## src/common/sfo_pkg.sv

```systemverilog
package sfo_pkg;
  localparam int DATA_W = 9;
  localparam int FIFO_DEPTH = 256;
  localparam int OFF_W = 8;
  localparam int OFF_NUM = 4;
  localparam int OFF_CAT_W = 2 * OFF_W;
  localparam int SYNC_W = 6 + DATA_W;

  // Position of each offset register in the load and read-back sequence
  localparam logic [1:0] OFF_EMPTY_LO = 2'h0;
  localparam logic [1:0] OFF_EMPTY_HI = 2'h1;
  localparam logic [1:0] OFF_FULL_LO = 2'h2;
  localparam logic [1:0] OFF_FULL_HI = 2'h3;

  localparam logic [OFF_W-1:0] OFF_LO_DEFAULT = 8'h07;
  localparam logic [OFF_W-1:0] OFF_HI_DEFAULT = 8'h00;

  // Bit positions of the pin bundle passed through the synchroniser
  localparam int PIN_WCLK = 0;
  localparam int PIN_RCLK = 1;
  localparam int PIN_WE_ONE = 2;
  localparam int PIN_WE_TWO = 3;
  localparam int PIN_RE_ONE = 4;
  localparam int PIN_RE_TWO = 5;
  localparam int PIN_DATA = 6;
endpackage : sfo_pkg

```

## src/logic/sfo_top.sv

```systemverilog
`timescale 1ns/10ps
// Function
// - Pin level sampled during reset; high selects two write enables, offsets not loadable.
// - Two-enable mode: store word each write clock rise, enable one low, two high.
// - Two-enable mode: either enable inactive means nothing stored.
// - Both write enables ignored while full flag is low.
// - Full flag returns high on write clock after a read frees space.
// - Load pin low at reset selects mode with four loadable readable offset registers.
// - Offset writes step cyclically: empty low, empty high, full low, full high.
// - Sequence position kept while load pin high; normal operation resumes.
// - Load low and reads enabled: next offset register driven onto output, same order.
// - Full flag low when stored count equals depth.
// - Full and almost-full flags change only on write clock rises.
// - Empty and almost-empty flags change only on read clock rises.
// - Empty flag low when pointers equal; reads inhibited while empty.
// - Almost-full low at count of depth minus full offset and above.
// - Default full offset gives almost-full at seven or fewer free places.
// - Almost-empty low while count at most empty offset, high above it.
// - Default empty offset gives almost-empty low at seven or fewer words.
// - Read and write data are both nine bits wide.
// - Reset clears pointers, output register, and restores offset defaults.
// - Reset drives full flags high and empty flags low.
// - Offset mode: enable one is the only write enable, load pin high.
module sfo_top
  import sfo_pkg::*;
#(
  parameter int DEPTH = sfo_pkg::FIFO_DEPTH,
  parameter int AW = $clog2(DEPTH)
) (
  input wire logic clk_sys,
  input wire logic resetn,
  input wire logic write_clock,
  input wire logic read_clock,
  input wire logic write_enable_one,
  input wire logic write_enable_two_load,
  input wire logic read_enable_one,
  input wire logic read_enable_two,
  input wire logic [sfo_pkg::DATA_W-1:0] write_data_in,
  output logic [sfo_pkg::DATA_W-1:0] read_data_out,
  output logic full_flag_n,
  output logic empty_flag,
  output logic almost_full_flag,
  output logic almost_empty_flag
);
  import sfo_pkg::*;

  localparam int PW = AW + 1;
  localparam logic [PW-1:0] DEPTH_P = PW'(DEPTH);
  localparam logic [PW-1:0] PTR_ZERO = '0;
  localparam logic [PW-1:0] PTR_ONE = PW'(1);

  // Pin synchroniser; the external clocks must run well below clk_sys
  logic [SYNC_W-1:0] pins;
  logic [SYNC_W-1:0] meta_r;
  logic [SYNC_W-1:0] meta_nxt;
  logic [SYNC_W-1:0] pin_s_r;
  logic [SYNC_W-1:0] pin_s_nxt;
  logic [1:0] clk_d_r;
  logic [1:0] clk_d_nxt;

  assign pins = {write_data_in, read_enable_two, read_enable_one, write_enable_two_load,
                 write_enable_one, read_clock, write_clock};

  always_comb begin
    meta_nxt = pins;
    pin_s_nxt = meta_r;
    clk_d_nxt = {pin_s_r[PIN_RCLK], pin_s_r[PIN_WCLK]};
  end

  always_ff @(posedge clk_sys) begin
    meta_r <= meta_nxt;
    pin_s_r <= pin_s_nxt;
    clk_d_r <= clk_d_nxt;
  end

  logic wclk_rise;
  logic rclk_rise;
  logic we_one_n;
  logic we_two_load;
  logic rd_en_n;
  logic [DATA_W-1:0] wdata_s;

  assign wclk_rise = pin_s_r[PIN_WCLK] & ~clk_d_r[0];
  assign rclk_rise = pin_s_r[PIN_RCLK] & ~clk_d_r[1];
  assign we_one_n = pin_s_r[PIN_WE_ONE];
  assign we_two_load = pin_s_r[PIN_WE_TWO];
  assign rd_en_n = pin_s_r[PIN_RE_ONE] | pin_s_r[PIN_RE_TWO];
  assign wdata_s = pin_s_r[PIN_DATA +: DATA_W];

  // Configuration: caught continuously while reset is held, frozen after
  logic two_en_r;
  logic two_en_nxt;

  always_comb begin
    two_en_nxt = two_en_r;
    if (!resetn) begin
      two_en_nxt = we_two_load;
    end
  end

  always_ff @(posedge clk_sys) begin
    two_en_r <= two_en_nxt;
  end

  // Access decode
  logic full_flag_n_r;
  logic empty_flag_r;
  logic fifo_wr;
  logic fifo_rd;
  logic off_wr;
  logic off_rd;

  // Same enable pair in both modes: enable one low, pin high
  assign fifo_wr = wclk_rise & ~we_one_n & we_two_load & full_flag_n_r;
  assign fifo_rd = rclk_rise & ~rd_en_n & empty_flag_r & (two_en_r | we_two_load);
  assign off_wr = wclk_rise & ~two_en_r & ~we_one_n & ~we_two_load;
  assign off_rd = rclk_rise & ~two_en_r & ~rd_en_n & ~we_two_load;

  // Pointers
  logic [PW-1:0] wptr_r;
  logic [PW-1:0] wptr_nxt;
  logic [PW-1:0] rptr_r;
  logic [PW-1:0] rptr_nxt;
  logic [PW-1:0] count_nxt;

  always_comb begin
    wptr_nxt = wptr_r;
    rptr_nxt = rptr_r;
    if (fifo_wr) begin
      wptr_nxt = wptr_r + PTR_ONE;
    end
    if (fifo_rd) begin
      rptr_nxt = rptr_r + PTR_ONE;
    end
    count_nxt = wptr_nxt - rptr_nxt;
  end

  always_ff @(posedge clk_sys) begin
    if (!resetn) begin
      wptr_r <= PTR_ZERO;
      rptr_r <= PTR_ZERO;
    end else begin
      wptr_r <= wptr_nxt;
      rptr_r <= rptr_nxt;
    end
  end

  // Offset registers and their two sequence positions
  logic [OFF_W-1:0] off_r [OFF_NUM];
  logic [OFF_W-1:0] off_nxt [OFF_NUM];
  logic [1:0] wsel_r;
  logic [1:0] wsel_nxt;
  logic [1:0] rsel_r;
  logic [1:0] rsel_nxt;

  genvar gi;
  generate
    for (gi = 0; gi < OFF_NUM; gi++) begin : g_off
      localparam logic [OFF_W-1:0] DEF = ((gi % 2) == 0) ? OFF_LO_DEFAULT : OFF_HI_DEFAULT;
      always_comb begin
        off_nxt[gi] = off_r[gi];
        if (off_wr && wsel_r == 2'(gi)) begin
          off_nxt[gi] = wdata_s[OFF_W-1:0];
        end
      end
      always_ff @(posedge clk_sys) begin
        if (!resetn) begin
          off_r[gi] <= DEF;
        end else begin
          off_r[gi] <= off_nxt[gi];
        end
      end
    end
  endgenerate

  // Positions wrap naturally at four and are untouched when the pin is high
  always_comb begin
    wsel_nxt = off_wr ? wsel_r + 2'h1 : wsel_r;
    rsel_nxt = off_rd ? rsel_r + 2'h1 : rsel_r;
  end

  always_ff @(posedge clk_sys) begin
    if (!resetn) begin
      wsel_r <= OFF_EMPTY_LO;
      rsel_r <= OFF_EMPTY_LO;
    end else begin
      wsel_r <= wsel_nxt;
      rsel_r <= rsel_nxt;
    end
  end

  logic [OFF_CAT_W-1:0] empty_cat;
  logic [OFF_CAT_W-1:0] full_cat;
  logic [PW-1:0] n_val;
  logic [PW-1:0] m_val;

  assign empty_cat = {off_r[OFF_EMPTY_HI], off_r[OFF_EMPTY_LO]};
  assign full_cat = {off_r[OFF_FULL_HI], off_r[OFF_FULL_LO]};
  // Bits above the pointer width are ignored
  assign n_val = {1'b0, empty_cat[AW-1:0]};
  assign m_val = {1'b0, full_cat[AW-1:0]};

  // Storage
  logic [DATA_W-1:0] mem_q;

  sfo_mem #(
    .DW(DATA_W),
    .AW(AW)
  ) u_mem (
    .clk_sys(clk_sys),
    .wr_en(fifo_wr),
    .wr_addr(wptr_r[AW-1:0]),
    .wr_data(wdata_s),
    .rd_en(fifo_rd),
    .rd_addr(rptr_r[AW-1:0]),
    .rd_data(mem_q)
  );

  // Output register: FIFO words land one cycle after the array read
  logic [DATA_W-1:0] dout_r;
  logic [DATA_W-1:0] dout_nxt;
  logic rd_pend_r;
  logic rd_pend_nxt;

  always_comb begin
    dout_nxt = dout_r;
    rd_pend_nxt = fifo_rd;
    if (rd_pend_r) begin
      dout_nxt = mem_q;
    end else if (off_rd) begin
      dout_nxt = {1'b0, off_r[rsel_r]};
    end
  end

  always_ff @(posedge clk_sys) begin
    if (!resetn) begin
      dout_r <= '0;
      rd_pend_r <= 1'b0;
    end else begin
      dout_r <= dout_nxt;
      rd_pend_r <= rd_pend_nxt;
    end
  end

  // Flags, each re-evaluated only on its own port's clock
  logic almost_full_flag_r;
  logic almost_empty_flag_r;
  logic full_flag_n_nxt;
  logic empty_flag_nxt;
  logic almost_full_flag_nxt;
  logic almost_empty_flag_nxt;

  always_comb begin
    full_flag_n_nxt = full_flag_n_r;
    almost_full_flag_nxt = almost_full_flag_r;
    empty_flag_nxt = empty_flag_r;
    almost_empty_flag_nxt = almost_empty_flag_r;
    if (wclk_rise) begin
      full_flag_n_nxt = (count_nxt != DEPTH_P);
      almost_full_flag_nxt = (count_nxt < DEPTH_P - m_val);
    end
    if (rclk_rise) begin
      empty_flag_nxt = (count_nxt != PTR_ZERO);
      almost_empty_flag_nxt = (count_nxt > n_val);
    end
  end

  always_ff @(posedge clk_sys) begin
    if (!resetn) begin
      full_flag_n_r <= 1'b1;
      almost_full_flag_r <= 1'b1;
      empty_flag_r <= 1'b0;
      almost_empty_flag_r <= 1'b0;
    end else begin
      full_flag_n_r <= full_flag_n_nxt;
      almost_full_flag_r <= almost_full_flag_nxt;
      empty_flag_r <= empty_flag_nxt;
      almost_empty_flag_r <= almost_empty_flag_nxt;
    end
  end

  assign read_data_out = dout_r;
  assign full_flag_n = full_flag_n_r;
  assign empty_flag = empty_flag_r;
  assign almost_full_flag = almost_full_flag_r;
  assign almost_empty_flag = almost_empty_flag_r;
endmodule : sfo_top

```

## src/logic/sfo_mem.sv

```systemverilog
`timescale 1ns/10ps
module sfo_mem #(
  parameter int DW = 9,
  parameter int AW = 8
) (
  input wire logic clk_sys,
  input wire logic wr_en,
  input wire logic [AW-1:0] wr_addr,
  input wire logic [DW-1:0] wr_data,
  input wire logic rd_en,
  input wire logic [AW-1:0] rd_addr,
  output logic [DW-1:0] rd_data
);
  logic [DW-1:0] mem_r [2**AW];

  // No reset on the array: contents are undefined until written
  always_ff @(posedge clk_sys) begin
    if (wr_en) begin
      mem_r[wr_addr] <= wr_data;
    end
    if (rd_en) begin
      rd_data <= mem_r[rd_addr];
    end
  end
endmodule : sfo_mem

```

## config.mk

```make
export PLATFORM = sky130hd
export DESIGN_NAME = sfo_top
export DESIGN_NICKNAME = d
export VERILOG_FILES = /design/src/common/sfo_pkg.sv /design/src/logic/sfo_top.sv /design/src/logic/sfo_mem.sv
export SDC_FILE = /design/constraint.sdc
export NUM_CORES = 2
export LEC_CHECK = 0
export BUFFER_PORTS_ARGS = -buffer_cell sky130_fd_sc_hd__buf_2
export CAP_MARGIN = 20
export CORE_MARGIN = 2
export CORE_UTILIZATION = 51
export CTS_CLUSTER_SIZE = 14
export DETAILED_ROUTE_END_ITERATION = 7
export GPL_ROUTABILITY_DRIVEN = 0
export PLACE_DENSITY = 0.77
export SYNTH_ARGS = -nofsm -noshare
export SYNTH_HDL_FRONTEND = slang
export SYNTH_SLANG_ARGS = --single-unit
```

## constraint.sdc

```tcl
create_clock -name clk_sys -period 11.8 [get_ports clk_sys]
set_input_delay 0 -clock clk_sys [delete_from_list [all_inputs] [get_ports clk_sys]]
set_output_delay 0 -clock clk_sys [all_outputs]
set_load 0.02 [all_outputs]
```

==> run metrics <==
Yosys reg bits 2416; Power per Cell Area between 150 and 200 mW/mm²; Hold Path End off_r[0][0]; Sink Count 2416; H-tree depth 4; Crit-path slowest cell o21ai_0; top cells by area, synth edfxtp_1 (74%), mux4_2 (11%), mux2i_1 (2.0%); vias in the first global route 48.7k; Reg2Reg Depth 9; Syn Nets 4790; width of the die about 430 µm; Final Non-Filler Cells ~7.5k; register area share after synthesis 0.757; largest net degree at the start of global routing about 200; R2R Setup Slk 6.21 ns; CP max stage delay a little over 1 ns; CP top delay family buffers and inverters; top-area cell type share of the netlist area 0.739; # hold bufs at CTS 31; Setup WS pre-CTS 6.35 ns; total gr overflow 0; CP cell instances buf_4 -> buf_12 -> buf_4 -> buf_12 -> mux4_2 -> a22o_1 -> o21ai_0 -> o311ai_0 -> a32o_1; num rows 158; Via density 6.72; Area Growth Syn to Fin 10.5%; layout cells sized above 1 0.206; distinct cell type count after synthesis 85; YS warnings 0; Worst Path Buf+Inv 4; Nets 4920; leak pwr roughly 31 nW; number of setup buffers added after CTS 0; clock slew at reported path FFs 0.07 ns; EDFF count, synth 2330; worst r2r dst u_mem.rd_data[0]; Max Freq 0.179 GHz; IO Count 30; HPWL Detailed 153 mm; Rel. slew slack 0.0157; clock skew around 0.062 ns; largest area contributor in the netlist edfxtp_1; die area between 0.15 and 0.2 mm²; part of the cycle the worst path needs 0.474; root cell of the clock tree clkbuf_16; Placed Cells 7076; Critical Setup Path Class flip-flop to flip-flop; most common cell after layout, fill and taps aside edfxtp_1; Final Max Tran Viols 0; most frequent cells in the layout edfxtp_1 (2330), mux4_2 (469), nor2_1 (348), clkbuf_16 (230), mux2i_1 (185); Skew-Pair Late Insertion Delay 0.88 ns; Detailed Route WL roughly 260 mm; Die H 435 µm; ANT nets after route 0; CTS Buf Count 224; RSZ-0062 raised after global routing false; RR Startpoint rptr_r[0]; first-pass GRT wire length 363 mm; number of max-cap violations 0; post_cts resized 0; Hold WC Path Type input pin to flip-flop; minimum clock period ~5.6 ns; Hold Crit Depth 3; status complete, no violations; Peak VDD IR 0.164 mV; Worst setup SP type flip-flop; Mapped Avg Cell Area 20.0 µm²; Syn Inst Count 4739; Residual DRC 0; initial antenna violation count 18; via count 50.7k; crit path max fanout 84; post-synthesis async set-or-reset flop share 0; Fin. Hold Viols 0; total track usage 0.269; worst setup margin 6.21 ns; Critical Path RT 12.42 ns; total negative slack 0 ns; WL/cell 34.1 µm; worst-margin pin slew 1.48 ns; Starting Density 0.512; cell area after synthesis 0.0947 mm²; Setup-failing EPs final 0; Critical Path AT 6.21 ns; clk buf depth 3; DRT iter0 DRCs 8822; Critical Path End Type flip-flop; Core Footprint 0.185 mm²; I/O Buffers 29; TritonCTS clock tree done; main flop type after synthesis edfxtp_1; TritonRoute pass-1 iters 8; hold path startpoint resetn
registers in the layout, indices dropped and copies added, names as in the netlist, 2 cells and up, named ones only:
name / count
pin_s_r: 15
u_mem.mem_r: 2304
clk_d_r: 2
meta_r: 15
off_r: 32
read_data_out: 9
rptr_r: 9
rsel_r: 2
u_mem.rd_data: 9
wptr_r: 9
wsel_r: 2
synth_stat cells, types with 11 or more instances:
| master | number |
|---|---|
| nor3_1 | 36 |
| nand2b_1 | 12 |
| nand2_1 | 141 |
| mux4_1 | 18 |
| clkbuf_1 | 105 |
| o22ai_1 | 62 |
| a211oi_1 | 32 |
| a221oi_1 | 35 |
| mux2i_1 | 185 |
| buf_4 | 32 |
| ha_1 | 33 |
| nor2_1 | 350 |
| a21oi_1 | 113 |
| mux2_2 | 65 |
| o211ai_1 | 11 |
| nand3_1 | 44 |
| edfxtp_1 | 2330 |
| mux4_2 | 469 |
| a31oi_1 | 17 |
| buf_8 | 22 |
| buf_2 | 64 |
| nor2b_1 | 19 |
| nor4_1 | 13 |
| o21ai_0 | 54 |
| xor2_1 | 11 |
| inv_1 | 22 |
| and2_1 | 33 |
| buf_6 | 47 |
| a22oi_1 | 69 |
| xnor2_1 | 19 |
| dfxtp_1 | 86 |
| o221ai_1 | 31 |
per-layer routing:
metal / global-route usage / wire length (µm) / vias up
met5: 0 / 129 / -
met4: 0.136 / 15300 / 18
met2: 0.395 / 116000 / 4262
met3: 0.0934 / 37700 / 847
li1: - / - / 19700
met1: 0.357 / 88900 / 25800
cells by family after synthesis:
family	after synthesis	share of synthesized area
muxes	737	0.144
DFF	2416	0.757
and+or+nand+nor	706	0.0334
xor gates and xnor gates	31	0.00301
buffers and inverters	307	0.0212
AOI/OAI and AO/OA	507	0.0367
adders and majority gates	35	0.00468
report_power, final:
group / switching (mW) / internal (mW)
Sequential: 0.0455 / 9.40
Clock: 3.16 / 3.91
Combinational: 0.142 / 0.0435
stage by stage:
stage	area, µm²	util	hold slack, ns	total power [mW]
2_1_floorplan	94700	-	0.0277	9.73
3_3_place_gp	97000	0.524	0.103	9.79
3_5_place_dp	97100	0.525	0.104	9.81
4_1_cts	104000	0.565	0.0758	16.7
5_1_grt	105000	0.565	0.143	17.1
6_report	105000	0.566	0.124	16.7
worst register-to-register path: stages, from the launching register on:
cell,delay (ns)
dfxtp_4,0.36
buf_4,0.44
buf_12,0.57
buf_4,0.70
buf_12,0.59
mux4_2,0.72
a22o_1,0.24
o21ai_0,1.02
o311ai_0,0.37
a32o_1,0.36
cell type report:
type,count,area (µm²)
flip-flops and latches,2416,71700
diodes,11,27.5
multi-input cells,2016,21000
inverters,24,90.1
repair buffers,187,1560
clock inverters,130,1110
clock buffers,285,5990
fillers,13200,80400
well taps,2480,3100
worst max path at each step:
stage                           from                end  slack, ns  depth (start not counted)
final                      rptr_r[0]   u_mem.rd_data[0]       6.21                          9
after global routing       rptr_r[0]   u_mem.rd_data[0]       6.15                          9
after CTS                  rptr_r[0]   u_mem.rd_data[0]       6.30                          9
after detailed placement   rptr_r[0]   u_mem.rd_data[0]       6.35                          9
after global placement     rptr_r[0]   u_mem.rd_data[0]       6.39                          9
after floorplan           pin_s_r[6]  u_mem.mem_r[0][0]       7.51                          0
No activity file was read; power rests on OpenSTA's default activity.
